===== src/dsoc_pkg.sv =====
// Shared constants and types for the decoder scaler/output configuration block.
// Assumes an 8-bit register port and a 100 MHz system clock.
package dsoc_pkg;

   // Register offsets
   localparam logic [7:0] ADDR_VPROC_B = 8'h18;
   localparam logic [7:0] ADDR_VPROC_C = 8'h19;
   localparam logic [7:0] ADDR_HSCALE_LO = 8'h1A;
   localparam logic [7:0] ADDR_HSCALE_HI = 8'h1B;
   localparam logic [7:0] ADDR_VSCALE_LO = 8'h1C;
   localparam logic [7:0] ADDR_VSCALE_HI = 8'h1D;
   localparam logic [7:0] ADDR_OUT_CTRL_A = 8'h1E;
   localparam logic [7:0] ADDR_OUT_CTRL_B = 8'h1F;

   // Reset values
   localparam logic [7:0] RST_VPROC_B = 8'h00;
   localparam logic [7:0] RST_VPROC_C = 8'h03;
   localparam logic [7:0] RST_HSCALE_LO = 8'h00;
   localparam logic [7:0] RST_HSCALE_HI = 8'h00;
   localparam logic [7:0] RST_VSCALE_LO = 8'h00;
   localparam logic [7:0] RST_VSCALE_HI = 8'h00;
   localparam logic [7:0] RST_OUT_CTRL_A = 8'h00;
   localparam logic [7:0] RST_OUT_CTRL_B = 8'h00;

   // Output format codes
   localparam logic [3:0] FMT_YC16_422 = 4'h0;
   localparam logic [3:0] FMT_YC12_411 = 4'h1;
   localparam logic [3:0] FMT_Y8_PLAIN = 4'h2;
   localparam logic [3:0] FMT_Y8_CODES = 4'h3;
   localparam logic [3:0] FMT_YC24_444 = 4'h4;
   localparam logic [3:0] FMT_RGB565 = 4'h5;
   localparam logic [3:0] FMT_RGB888_LIN = 4'h6;
   localparam logic [3:0] FMT_RGB888_EXT = 4'h7;
   localparam logic [3:0] FMT_Y8_AUX = 4'h8;
   localparam logic [3:0] FMT_Y8_AUX_CODES = 4'h9;
   localparam logic [3:0] FMT_RAW_Y_C656 = 4'hA;
   localparam logic [3:0] FMT_RAW_YC = 4'hB;

   // Three-state group codes
   localparam logic [1:0] TRI_VIDEO = 2'h0;
   localparam logic [1:0] TRI_TIMING = 2'h1;
   localparam logic [1:0] TRI_CLOCKS = 2'h2;
   localparam logic [1:0] TRI_NONE = 2'h3;

   // Chroma comb manual codes
   localparam logic [2:0] CC_CODE_T3_HALF = 3'h0;
   localparam logic [2:0] CC_CODE_T3_QUARTER = 3'h1;
   localparam logic [2:0] CC_CODE_T5_HALF = 3'h2;
   localparam logic [2:0] CC_CODE_T5_QUARTER = 3'h3;
   localparam logic [2:0] CC_CODE_FIRST = 3'h4;
   localparam logic [2:0] CC_CODE_MID = 3'h5;
   localparam logic [2:0] CC_CODE_LAST = 3'h6;

   // Luma low-pass codes above this select full bandwidth
   localparam logic [2:0] LPF_MAX_CODE = 3'h4;

   typedef struct packed {
      logic [2:0] luma_lowpass_select;
      logic [4:0] other_bits;
   } dsoc_vproc_b_t;

   typedef struct packed {
      logic chroma_comb_manual_select;
      logic [2:0] chroma_comb_coeff_code;
      logic adaptive_luma_comb_enable;
      logic luma_vertical_bw_select;
      logic even_field_vact_enable;
      logic odd_field_vact_enable;
   } dsoc_vproc_c_t;

   typedef struct packed {
      logic [6:0] ratio_low;
      logic comb_enable_mode;
   } dsoc_hscale_lo_t;

   typedef struct packed {
      logic [5:0] ratio_low;
      logic adaptive_comb_coeff_select;
      logic adaptive_comb_threshold_select;
   } dsoc_vscale_lo_t;

   typedef struct packed {
      logic [1:0] gamma_apply_select;
      logic [1:0] tristate_group_select;
      logic [3:0] output_format_code;
   } dsoc_out_a_t;

   typedef struct packed {
      logic vertical_sync_substitute;
      logic [1:0] line_qualifier_code;
      logic first_hsync_qualify;
      logic horizontal_active_qualify;
      logic aux_horizontal_active_qualify;
      logic aux_vact_gate;
      logic line_qualifier_lsb;
   } dsoc_out_b_t;

   // Pins from the video timing domain, synchronised before use
   typedef struct packed {
      logic vsync;
      logic vertical_active_flag;
      logic odd_field;
      logic aux_vertical_active;
      logic horizontal_active_flag;
      logic aux_horizontal_active;
      logic first_horizontal_sync;
      logic vbi_raw_line;
      logic vbi_sliced_line;
      logic output_enable_pin_n;
      logic primary_output_clock;
      logic secondary_output_clock;
   } dsoc_pins_t;

   typedef struct packed {
      logic vact;
      logic aux_vact;
      logic vsync;
      logic hact;
      logic aux_hact;
      logic hsync1;
      logic codes_enable;
   } dsoc_timing_t;

   typedef enum logic [3:0] {
      CC_AUTO, CC_T3_HALF, CC_T3_QUARTER, CC_T5_HALF, CC_T5_QUARTER,
      CC_TAP_FIRST, CC_TAP_MID, CC_TAP_LAST, CC_OFF
   } dsoc_chroma_mode_t;

   typedef struct packed {
      logic adaptive_enable;
      logic low_threshold;
      logic coeff_75;
      dsoc_chroma_mode_t chroma_mode;
      logic comb_active;
      logic luma_vbw_reduced;
      logic [2:0] luma_lpf;
   } dsoc_comb_t;

   typedef struct packed {
      logic wide_bus;
      logic timing_codes;
      logic aux_port_enable;
      logic aux_codes;
      logic raw_luma;
      logic raw_chroma;
      logic c_port_656;
      logic rgb;
      logic gamma_luma;
      logic gamma_chroma;
   } dsoc_format_t;

   typedef struct packed {
      logic video;
      logic timing;
      logic clocks;
   } dsoc_oe_t;

endpackage


===== src/dsoc_regs.sv =====
// Register bank and output-qualification logic for comb, scaler and output formatter.
// Assumes timing pins are asynchronous to clk; comb_enable_internal, ntsc_input,
// five_tap_vertical_select and force_high_impedance come from logic on clk.
//
// Contract
// - Odd-field vertical-active enable low holds vertical-active inactive in odd fields.
// - Even-field vertical-active enable low holds vertical-active inactive in even fields.
// - Adaptive luma comb runs only for NTSC and only when its enable is set.
// - Three-tap filter: chroma comb code 0 gives half-half, code 1 quarter-half-quarter.
// - Five-tap codes 2 and 3; codes 4 to 6 single taps; code 7 disables.
// - Manual-select low picks automatic chroma coefficients; software keeps it low for SECAM.
// - Comb-enable mode high enables comb from vertical-active, else internal enable.
// - Fifteen-bit horizontal ratio takes effect at the next vertical sync.
// - Fourteen-bit vertical ratio takes effect at the next vertical sync.
// - Threshold-select low gives high threshold, high gives low threshold.
// - Coefficient-select low gives the 100% set, high the 75% set.
// - Sixteen and 24-bit formats use the secondary clock, 8-bit the primary.
// - Format codes 0 to 7 select the listed YCbCr and RGB formats.
// - Codes 8 and 9 add full-size data on the auxiliary port, 9 with codes.
// - Code A passes raw converter samples on the Y port with 656 data on the C port; code B raw samples on both Y and C ports.
// - Output-enable pin low or high-impedance forced three-states the selected pin group.
// - Gamma field selects none, luma, chroma, or all three channels.
// - Aux-gate bit ANDs auxiliary vertical-active with vertical-active.
// - Three-bit line qualifier picks the lines carrying codes and active outputs.
// - Sync-substitute bit drives vertical sync output with the vertical-active waveform.
// - Qualify bits make first hsync, hact and aux hact obey the line qualifier.
`timescale 1ns/1ps
module dsoc_regs (
   input wire logic clk,
   input wire logic arst_n,
   input wire logic [7:0] reg_addr,
   input wire logic [7:0] reg_wdata,
   input wire logic reg_write,
   input wire logic reg_read,
   output logic [7:0] reg_rdata,
   input wire dsoc_pkg::dsoc_pins_t pins,
   input wire logic comb_enable_internal,
   input wire logic ntsc_input,
   input wire logic five_tap_vertical_select,
   input wire logic force_high_impedance,
   output dsoc_pkg::dsoc_timing_t timing_out,
   output dsoc_pkg::dsoc_comb_t comb_cfg,
   output dsoc_pkg::dsoc_format_t format_cfg,
   output dsoc_pkg::dsoc_oe_t pin_oe,
   output logic pixel_strobe,
   output logic [14:0] horizontal_ratio,
   output logic [13:0] vertical_ratio
);

   typedef struct packed {
      dsoc_pkg::dsoc_pins_t sync1;
      dsoc_pkg::dsoc_pins_t sync2;
      logic vsync_prev;
      logic ck_prev;
      logic ck2_prev;
      dsoc_pkg::dsoc_vproc_b_t vproc_b;
      dsoc_pkg::dsoc_vproc_c_t vproc_c;
      dsoc_pkg::dsoc_hscale_lo_t hscale_lo;
      logic [7:0] hscale_hi;
      dsoc_pkg::dsoc_vscale_lo_t vscale_lo;
      logic [7:0] vscale_hi;
      dsoc_pkg::dsoc_out_a_t out_a;
      dsoc_pkg::dsoc_out_b_t out_b;
      logic [14:0] hratio;
      logic [13:0] vratio;
      logic [7:0] rdata;
      dsoc_pkg::dsoc_timing_t timing;
      dsoc_pkg::dsoc_comb_t comb;
      dsoc_pkg::dsoc_format_t fmt;
      dsoc_pkg::dsoc_oe_t oe;
      logic strobe;
   } dsoc_state_t;

   localparam dsoc_state_t RST_STATE = '{
      // Enable pin starts high so the pins are not three-stated right after reset
      sync1: '{output_enable_pin_n: 1'b1, default: '0},
      sync2: '{output_enable_pin_n: 1'b1, default: '0},
      vsync_prev: 1'b0, ck_prev: 1'b0, ck2_prev: 1'b0,
      vproc_b: dsoc_pkg::RST_VPROC_B,
      vproc_c: dsoc_pkg::RST_VPROC_C,
      hscale_lo: dsoc_pkg::RST_HSCALE_LO,
      hscale_hi: dsoc_pkg::RST_HSCALE_HI,
      vscale_lo: dsoc_pkg::RST_VSCALE_LO,
      vscale_hi: dsoc_pkg::RST_VSCALE_HI,
      out_a: dsoc_pkg::RST_OUT_CTRL_A,
      out_b: dsoc_pkg::RST_OUT_CTRL_B,
      hratio: {dsoc_pkg::RST_HSCALE_HI, dsoc_pkg::RST_HSCALE_LO[7:1]},
      vratio: {dsoc_pkg::RST_VSCALE_HI, dsoc_pkg::RST_VSCALE_LO[7:2]},
      rdata: 8'h00,
      timing: '0,
      comb: '{chroma_mode: dsoc_pkg::CC_AUTO, default: '0},
      fmt: '0,
      oe: 3'h7,
      strobe: 1'b0
   };

   dsoc_state_t s_q;
   dsoc_state_t s_d;

   // Gate a signal by the line qualifier when its qualify bit is set
   function automatic logic qualify(input logic apply, input logic sig, input logic ok);
      qualify = sig & (~apply | ok);
   endfunction

   logic vact_gated;
   logic aux_vact_gated;
   logic line_ok;
   logic vs_rise;
   logic hiz;
   logic [2:0] qual_code;
   logic [3:0] fmt_code;
   logic [1:0] tri_code;

   always_comb begin
      s_d = s_q;
      s_d.sync1 = pins;
      s_d.sync2 = s_q.sync1;
      s_d.vsync_prev = s_q.sync2.vsync;
      s_d.ck_prev = s_q.sync2.primary_output_clock;
      s_d.ck2_prev = s_q.sync2.secondary_output_clock;

      // Register port
      s_d.rdata = 8'h00;
      if (reg_write) begin
         case (reg_addr)
            dsoc_pkg::ADDR_VPROC_B: s_d.vproc_b = reg_wdata;
            dsoc_pkg::ADDR_VPROC_C: s_d.vproc_c = reg_wdata;
            dsoc_pkg::ADDR_HSCALE_LO: s_d.hscale_lo = reg_wdata;
            dsoc_pkg::ADDR_HSCALE_HI: s_d.hscale_hi = reg_wdata;
            dsoc_pkg::ADDR_VSCALE_LO: s_d.vscale_lo = reg_wdata;
            dsoc_pkg::ADDR_VSCALE_HI: s_d.vscale_hi = reg_wdata;
            dsoc_pkg::ADDR_OUT_CTRL_A: s_d.out_a = reg_wdata;
            dsoc_pkg::ADDR_OUT_CTRL_B: s_d.out_b = reg_wdata;
            default: ;
         endcase
      end
      if (reg_read) begin
         case (reg_addr)
            dsoc_pkg::ADDR_VPROC_B: s_d.rdata = s_q.vproc_b;
            dsoc_pkg::ADDR_VPROC_C: s_d.rdata = s_q.vproc_c;
            dsoc_pkg::ADDR_HSCALE_LO: s_d.rdata = s_q.hscale_lo;
            dsoc_pkg::ADDR_HSCALE_HI: s_d.rdata = s_q.hscale_hi;
            dsoc_pkg::ADDR_VSCALE_LO: s_d.rdata = s_q.vscale_lo;
            dsoc_pkg::ADDR_VSCALE_HI: s_d.rdata = s_q.vscale_hi;
            dsoc_pkg::ADDR_OUT_CTRL_A: s_d.rdata = s_q.out_a;
            dsoc_pkg::ADDR_OUT_CTRL_B: s_d.rdata = s_q.out_b;
            default: s_d.rdata = 8'h00;
         endcase
      end

      // Scaling ratios move to the scaler only at vertical sync
      vs_rise = s_q.sync2.vsync & ~s_q.vsync_prev;
      if (vs_rise) begin
         s_d.hratio = {s_q.hscale_hi, s_q.hscale_lo.ratio_low};
         s_d.vratio = {s_q.vscale_hi, s_q.vscale_lo.ratio_low};
      end

      // Field gating of vertical-active
      vact_gated = s_q.sync2.vertical_active_flag &
         (s_q.sync2.odd_field ? s_q.vproc_c.odd_field_vact_enable
                              : s_q.vproc_c.even_field_vact_enable);
      aux_vact_gated = s_q.sync2.aux_vertical_active &
         (~s_q.out_b.aux_vact_gate | vact_gated);

      // Line qualifier
      qual_code = {s_q.out_b.line_qualifier_code, s_q.out_b.line_qualifier_lsb};
      case (qual_code)
         3'h0: line_ok = 1'b1;
         3'h1: line_ok = s_q.sync2.aux_vertical_active;
         3'h2: line_ok = ~vact_gated | s_q.sync2.aux_vertical_active;
         3'h3: line_ok = vact_gated;
         3'h4: line_ok = vact_gated & s_q.sync2.aux_vertical_active;
         3'h5: line_ok = (vact_gated & s_q.sync2.aux_vertical_active) |
            s_q.sync2.vbi_raw_line;
         3'h6: line_ok = (vact_gated & s_q.sync2.aux_vertical_active) |
            s_q.sync2.vbi_raw_line | s_q.sync2.vbi_sliced_line;
         3'h7: line_ok = s_q.sync2.vbi_raw_line | s_q.sync2.vbi_sliced_line;
         default: line_ok = 1'b1;
      endcase

      s_d.timing.vact = vact_gated;
      s_d.timing.aux_vact = aux_vact_gated;
      s_d.timing.vsync = s_q.out_b.vertical_sync_substitute ? vact_gated
                                                            : s_q.sync2.vsync;
      s_d.timing.hact = qualify(s_q.out_b.horizontal_active_qualify,
         s_q.sync2.horizontal_active_flag, line_ok);
      s_d.timing.aux_hact = qualify(s_q.out_b.aux_horizontal_active_qualify,
         s_q.sync2.aux_horizontal_active, line_ok);
      s_d.timing.hsync1 = qualify(s_q.out_b.first_hsync_qualify,
         s_q.sync2.first_horizontal_sync, line_ok);

      // Comb configuration
      s_d.comb.adaptive_enable = s_q.vproc_c.adaptive_luma_comb_enable & ntsc_input;
      s_d.comb.low_threshold = s_q.vscale_lo.adaptive_comb_threshold_select;
      s_d.comb.coeff_75 = s_q.vscale_lo.adaptive_comb_coeff_select;
      s_d.comb.comb_active = s_q.hscale_lo.comb_enable_mode ? vact_gated
                                                            : comb_enable_internal;
      s_d.comb.luma_vbw_reduced = s_q.vproc_c.luma_vertical_bw_select;
      s_d.comb.luma_lpf = (s_q.vproc_b.luma_lowpass_select > dsoc_pkg::LPF_MAX_CODE) ?
         3'h0 : s_q.vproc_b.luma_lowpass_select;
      if (!s_q.vproc_c.chroma_comb_manual_select) begin
         s_d.comb.chroma_mode = dsoc_pkg::CC_AUTO;
      end else begin
         // Tap-count mismatch on codes 0 to 3 leaves the comb off
         case (s_q.vproc_c.chroma_comb_coeff_code)
            dsoc_pkg::CC_CODE_T3_HALF: s_d.comb.chroma_mode = five_tap_vertical_select ?
               dsoc_pkg::CC_OFF : dsoc_pkg::CC_T3_HALF;
            dsoc_pkg::CC_CODE_T3_QUARTER: s_d.comb.chroma_mode = five_tap_vertical_select ?
               dsoc_pkg::CC_OFF : dsoc_pkg::CC_T3_QUARTER;
            dsoc_pkg::CC_CODE_T5_HALF: s_d.comb.chroma_mode = five_tap_vertical_select ?
               dsoc_pkg::CC_T5_HALF : dsoc_pkg::CC_OFF;
            dsoc_pkg::CC_CODE_T5_QUARTER: s_d.comb.chroma_mode = five_tap_vertical_select ?
               dsoc_pkg::CC_T5_QUARTER : dsoc_pkg::CC_OFF;
            dsoc_pkg::CC_CODE_FIRST: s_d.comb.chroma_mode = dsoc_pkg::CC_TAP_FIRST;
            dsoc_pkg::CC_CODE_MID: s_d.comb.chroma_mode = dsoc_pkg::CC_TAP_MID;
            dsoc_pkg::CC_CODE_LAST: s_d.comb.chroma_mode = dsoc_pkg::CC_TAP_LAST;
            default: s_d.comb.chroma_mode = dsoc_pkg::CC_OFF;
         endcase
      end

      // Output format decode
      fmt_code = s_q.out_a.output_format_code;
      s_d.fmt = '0;
      case (fmt_code)
         dsoc_pkg::FMT_YC16_422, dsoc_pkg::FMT_YC12_411,
         dsoc_pkg::FMT_YC24_444: s_d.fmt.wide_bus = 1'b1;
         dsoc_pkg::FMT_RGB565, dsoc_pkg::FMT_RGB888_LIN,
         dsoc_pkg::FMT_RGB888_EXT: begin
            s_d.fmt.wide_bus = 1'b1;
            s_d.fmt.rgb = 1'b1;
         end
         dsoc_pkg::FMT_Y8_PLAIN: ;
         dsoc_pkg::FMT_Y8_CODES: s_d.fmt.timing_codes = line_ok;
         dsoc_pkg::FMT_Y8_AUX: s_d.fmt.aux_port_enable = 1'b1;
         dsoc_pkg::FMT_Y8_AUX_CODES: begin
            s_d.fmt.aux_port_enable = 1'b1;
            s_d.fmt.aux_codes = line_ok;
         end
         dsoc_pkg::FMT_RAW_Y_C656: begin
            s_d.fmt.raw_luma = 1'b1;
            s_d.fmt.c_port_656 = 1'b1;
         end
         dsoc_pkg::FMT_RAW_YC: begin
            s_d.fmt.raw_luma = 1'b1;
            s_d.fmt.raw_chroma = 1'b1;
         end
         default: ;
      endcase
      s_d.timing.codes_enable = line_ok;
      s_d.fmt.gamma_luma = s_q.out_a.gamma_apply_select[0];
      s_d.fmt.gamma_chroma = s_q.out_a.gamma_apply_select[1];

      // Pixel strobe on the clock that matches the bus width
      s_d.strobe = s_d.fmt.wide_bus ?
         (s_q.sync2.secondary_output_clock & ~s_q.ck2_prev) :
         (s_q.sync2.primary_output_clock & ~s_q.ck_prev);

      // Three-state groups
      hiz = ~s_q.sync2.output_enable_pin_n | force_high_impedance;
      tri_code = s_q.out_a.tristate_group_select;
      s_d.oe.video = ~(hiz & (tri_code != dsoc_pkg::TRI_NONE));
      s_d.oe.timing = ~(hiz & ((tri_code == dsoc_pkg::TRI_TIMING) |
         (tri_code == dsoc_pkg::TRI_CLOCKS)));
      s_d.oe.clocks = ~(hiz & (tri_code == dsoc_pkg::TRI_CLOCKS));
   end

   always_ff @(posedge clk or negedge arst_n) begin
      if (!arst_n) begin
         s_q <= RST_STATE;
      end else begin
         s_q <= s_d;
      end
   end

   assign reg_rdata = s_q.rdata;
   assign timing_out = s_q.timing;
   assign comb_cfg = s_q.comb;
   assign format_cfg = s_q.fmt;
   assign pin_oe = s_q.oe;
   assign pixel_strobe = s_q.strobe;
   assign horizontal_ratio = s_q.hratio;
   assign vertical_ratio = s_q.vratio;

   a_odd_vact_off: assert property (@(posedge clk) disable iff (!arst_n)
      (!s_q.vproc_c.odd_field_vact_enable && s_q.sync2.odd_field) |=> !timing_out.vact)
      else $error("vertical-active seen in disabled odd field");

   a_even_vact_off: assert property (@(posedge clk) disable iff (!arst_n)
      (!s_q.vproc_c.even_field_vact_enable && !s_q.sync2.odd_field) |=> !timing_out.vact)
      else $error("vertical-active seen in disabled even field");

   a_adaptive_comb_en: assert property (@(posedge clk) disable iff (!arst_n)
      comb_cfg.adaptive_enable |-> $past(s_q.vproc_c.adaptive_luma_comb_enable && ntsc_input))
      else $error("adaptive comb enabled without enable bit and NTSC");

   a_chroma_comb_off: assert property (@(posedge clk) disable iff (!arst_n)
      (s_q.vproc_c.chroma_comb_manual_select && s_q.vproc_c.chroma_comb_coeff_code == 3'h7)
      |=> comb_cfg.chroma_mode == dsoc_pkg::CC_OFF)
      else $error("chroma comb code 7 did not disable output");

   a_hratio_hold: assert property (@(posedge clk) disable iff (!arst_n)
      !(s_q.sync2.vsync && !s_q.vsync_prev) |=> $stable(horizontal_ratio))
      else $error("horizontal ratio changed outside vertical sync");

   a_vratio_load: assert property (@(posedge clk) disable iff (!arst_n)
      (s_q.sync2.vsync && !s_q.vsync_prev)
      |=> vertical_ratio == {$past(s_q.vscale_hi), $past(s_q.vscale_lo.ratio_low)})
      else $error("vertical ratio not loaded at vertical sync");

   a_tri_none_drive: assert property (@(posedge clk) disable iff (!arst_n)
      (s_q.out_a.tristate_group_select == 2'h3) |=> (pin_oe == 3'h7))
      else $error("pins three-stated with group code 3");

   a_tri_clock_group: assert property (@(posedge clk) disable iff (!arst_n)
      (force_high_impedance && s_q.out_a.tristate_group_select == 2'h2) |=> (pin_oe == 3'h0))
      else $error("clock group not three-stated");

   a_aux_vact_gate: assert property (@(posedge clk) disable iff (!arst_n)
      s_q.out_b.aux_vact_gate |=> !(timing_out.aux_vact && !timing_out.vact))
      else $error("gated aux vertical-active outside vertical-active");

   a_vs_substitute: assert property (@(posedge clk) disable iff (!arst_n)
      s_q.out_b.vertical_sync_substitute |=> (timing_out.vsync == timing_out.vact))
      else $error("vertical sync does not follow vertical-active");

   a_hiz_video_off: assert property (@(posedge clk) disable iff (!arst_n)
      (!s_q.sync2.output_enable_pin_n && s_q.out_a.tristate_group_select == 2'h0)
      |=> (pin_oe == 3'b011))
      else $error("video pins driven while output-enable pin low");

   a_adaptive_off: assert property (@(posedge clk) disable iff (!arst_n)
      !s_q.vproc_c.adaptive_luma_comb_enable |=> !comb_cfg.adaptive_enable)
      else $error("adaptive comb on with its enable bit clear");

   a_comb_from_vact: assert property (@(posedge clk) disable iff (!arst_n)
      s_q.hscale_lo.comb_enable_mode |=> (comb_cfg.comb_active == timing_out.vact))
      else $error("comb enable does not follow vertical-active");

   a_chroma_auto: assert property (@(posedge clk) disable iff (!arst_n)
      !s_q.vproc_c.chroma_comb_manual_select |=> (comb_cfg.chroma_mode == dsoc_pkg::CC_AUTO))
      else $error("manual chroma coefficients used with manual select clear");

endmodule


===== config.mk =====
export PLATFORM = sky130hd
export DESIGN_NAME = dsoc_regs
export DESIGN_NICKNAME = d
export VERILOG_FILES = /design/src/dsoc_pkg.sv /design/src/dsoc_regs.sv
export SDC_FILE = /design/constraint.sdc
export NUM_CORES = 1
export LEC_CHECK = 0
export ABC_AREA = 1
export BUFFER_PORTS_ARGS = -buffer_cell sky130_fd_sc_hd__buf_2
export CAP_MARGIN = 20
export CORE_UTILIZATION = 40
export DETAILED_ROUTE_END_ITERATION = 7
export PLACE_DENSITY = 0.72
export SYNTH_ARGS = -nofsm -noshare
export SYNTH_HDL_FRONTEND = slang
export SYNTH_SLANG_ARGS = --single-unit

===== constraint.sdc =====
create_clock -name clk -period 1.4 [get_ports clk]
set_clock_uncertainty 0.05 [all_clocks]
set_input_delay 0.42 -clock clk [delete_from_list [all_inputs] [get_ports clk]]
set_output_delay 0.42 -clock clk [all_outputs]
set_load 0.1 [all_outputs]

==> impl_metrics.yaml <==
synthesis:
  syn_area_um2: 6900
  synth-async-reset-ratio_pct: 100
  ys_seq_area_share_pct: 58.5
  synthTopCellsByArea: "dfrtp_1 (56%), nand2_1 (7.6%), buf_4 (7.5%)"
  ys_seq_elements: 161
  yosysTopAreaCellShare_pct: 55.8
  synth_warnings: 0
  yosysUniqueCellTypes: 29
  syn_nets: 732
  synth_top_family_by_area: "simple AND/OR/NAND/NOR gates"
  synthTopCellsByCount: "dfrtp_1 (154), nand2_1 (139), o21ai_0 (82)"
  synthMostInstantiatedCell: "dfrtp_1"
  yosys.area_share.simple_pct: 17.2
  synthCells: 694
  synth_adder_area_share_pct: 0.363
  yosys.area.top_type: "dfrtp_1"
  ys.flop_type: "dfrtp_1"
  synth_compound_area_share_pct: 8.19
  yosys-mux-area-fraction_pct: 2.12
  synth_edf_count: 0
  synth_xor_area_share_pct: 0
  syn_avg_cell_area_um2: 9.94
route:
  ant_nets: 0
  drc_errors: 0
  wirelength_um: 15200
  vias_per_cell: 4.82
  drt_iter0_drc: 329
  via_count: 4820
  drtPass1Iterations: 5
  detail_route.wl_per_cell_um: 15.2
clock_tree:
  cts_max_path_buffers: 2
  clock_latency_ns: 0.42
  clk_pin_slew_ns: 0.06
  cts_max_level: 4
  cts_buffers: 17
  clock-sinks: 161
  clk_root_buffer_cell: "clkbuf_16"
  cts_tree: "yes"
setup_path:
  crit_slowest_cell: "dfstp_2"
  endpoint_kind: "output port"
  critical_path.startpoint_type: "flop"
  critPathKind: "flop to output port"
  path_cells: "buf_12"
  rr_endpoint: "timing_out[3]"
  worstPathArrival_ns: 1.13
  reg2reg_depth: 7
  crit_family: "flip-flops"
  cpPeakStageDelay_ns: 0.54
  r2r_start: "s_q[119]"
  path_buf_inv: 1
  required_ns: 0.93
  worst-path-stages: 1
  regToRegSetupSlack_ns: 0.01
  worstSetupEndpoint: "pin_oe[2]"
  critPathMaxFanout: 1
  startpoint: "pin_oe[2]"
flow_run:
  drv_cap: 0
run_status:
  status: "finished with violations"
  violations: "negative setup slack"
sta:
  worstMarginPinSlew_ns: 0.351
  max_freq_mhz: 624
  worst_slack_ns: -0.203
  slew_violations: 0
  fin_crit_sh_pct: 114
  setup_viol: 70
  whs_ns: 0.0446
  hold_viol_final: 0
  relSlewSlack_pct: 76.6
  setup_tns_ns: -5.35
  fin_crit_ns: 1.60
  rsz0062_at_grt: "yes"
global_route:
  top_usage_layer: "met2"
  grt_util_all_layers_pct: 18.5
  grt_use_met2_pct: 27.2
  antenna_found_initial: 1
  grt_pass1_wl_um: 25000
  overflow: 0
  grt_pass1_vias: 4709
  grt_use_met3_pct: 4.49
  grt_max_degree: 50
  use_met1_pct: 25.7
power:
  p_leak_nw: 4.31
  ir_drop_v: 0.000779
  power_mw: 11.2
  p_per_area_nw_per_um2: 1220
finish:
  layout-drive-gt1-share_pct: 30.1
  multi_input_area_um2: 2010
  finalInstanceArea_um2: 9180
  fin_nets: 808
  areaGrowthSynthToFinish_pct: 33.0
  fillCellCount: 1395
  fin_util_pct: 55.0
  fin_cells: 1001
  seqCellArea_um2: 4040
floorplanning:
  initial_utilization_pct: 41.3
  fp.dieArea_um2: 17800
  die_x_um: 133
  core_area_um2: 16700
  chipHeight_um: 133
  std_cell_rows: 47
  io_pins: 106
place:
  place_ws_ns: -0.319
  portBuffers: 105
  place_area_um2: 8540
  place_inst: 961
  gp_congestion: 0.911
  hpwl_um: 11100
worst_hold_path:
  hp-class: "primary input to flop"
==> sequential cells by signal (all words and copies together) (netlist names) <==
| register | cells |
|---|---|
| comb_cfg | 12 |
| fmt_code | 4 |
| format_cfg | 10 |
| horizontal_ratio | 15 |
| pin_oe | 3 |
| pixel_strobe | 1 |
| qual_code | 3 |
| reg_rdata | 8 |
| s_d | 20 |
| s_q | 62 |
| timing_out | 7 |
| tri_code | 2 |
| vertical_ratio | 14 |
==> report_power, final <==
group	internal [mW]	total (mW)	switching, mW
Combinational	0.709	2.04	1.34
Clock	2.27	4.04	1.78
Sequential	4.92	5.16	0.237
Total	7.90	11.2	3.35
==> placed cells by master, fill, tap and decap left out, types with 2 or more instances in the layout <==
| master | count |
|---|---|
| buf_12 | 87 |
| nand3_4 | 6 |
| inv_1 | 53 |
| nor2_1 | 29 |
| nand3_1 | 61 |
| a21oi_2 | 4 |
| ha_1 | 2 |
| inv_2 | 5 |
| nand2_4 | 2 |
| o21ai_1 | 24 |
| nor2_2 | 5 |
| o21ai_0 | 63 |
| inv_6 | 2 |
| buf_4 | 23 |
| nand2_1 | 134 |
| a21oi_1 | 14 |
| nand3_2 | 2 |
| dfrtp_1 | 154 |
| dfstp_2 | 7 |
| nor3_1 | 4 |
| nand2_2 | 6 |
| clkinvlp_4 | 5 |
| o21ai_2 | 2 |
| mux2_2 | 13 |
| nor2_4 | 8 |
| clkbuf_16 | 17 |
| buf_2 | 34 |
| clkinv_2 | 4 |
==> cell families after synthesis <==
logic type,count (synthesis)
DFF,161
buffers and inverters,149
muxes,13
and+or+nand+nor,259
adders and majority gates,2
AOI/OAI and AO/OA,110
==> layer usage <==
metal | share of wire (%) | vias up | routed length, um
li1 | - | 2325 | -
met1 | 45 | 2283 | 6780
met2 | 46 | 176 | 6990
met3 | 6.3 | 36 | 958
met4 | 3.0 | 0 | 453
met5 | 0 | - | 0
==> layout make-up <==
type | instances | area share [%]
multi-input cells | 384 | 21.9
well taps | 220 | 3.00
clock buffers | 19 | 4.82
clock inverters | 10 | 0.722
repair buffers | 146 | 22.9
flip-flops and latches | 161 | 44.0
inverters | 60 | 2.64
diodes | 1 | 0.0273
==> repair_timing <==
| item | 4_1_cts | 5_1_grt |
|---|---|---|
| gates resized for setup | 3 | 13 |
| hold buffers | 1 | 0 |
| endpoints found under the setup margin | 78 | 77 |
| setup buffers | 5 | 4 |
| hold endpoints to repair | 25 | 0 |
| pin swaps | 0 | 5 |
==> worst min-delay path by stage <==
stage,startpoint,to,cells past startpoint,slack [ns]
after global placement,arst_n,s_d[148],1,0.20
after CTS,pins[2],s_d[139],1,0.03
final,pins[2],s_d[139],1,0.04
after detailed placement,arst_n,s_d[148],1,0.20
after floorplan,arst_n,comb_cfg[0],0,0.07
after global routing,pins[2],s_d[139],1,0.03
Note: power is estimated with default switching activity, not from simulation.
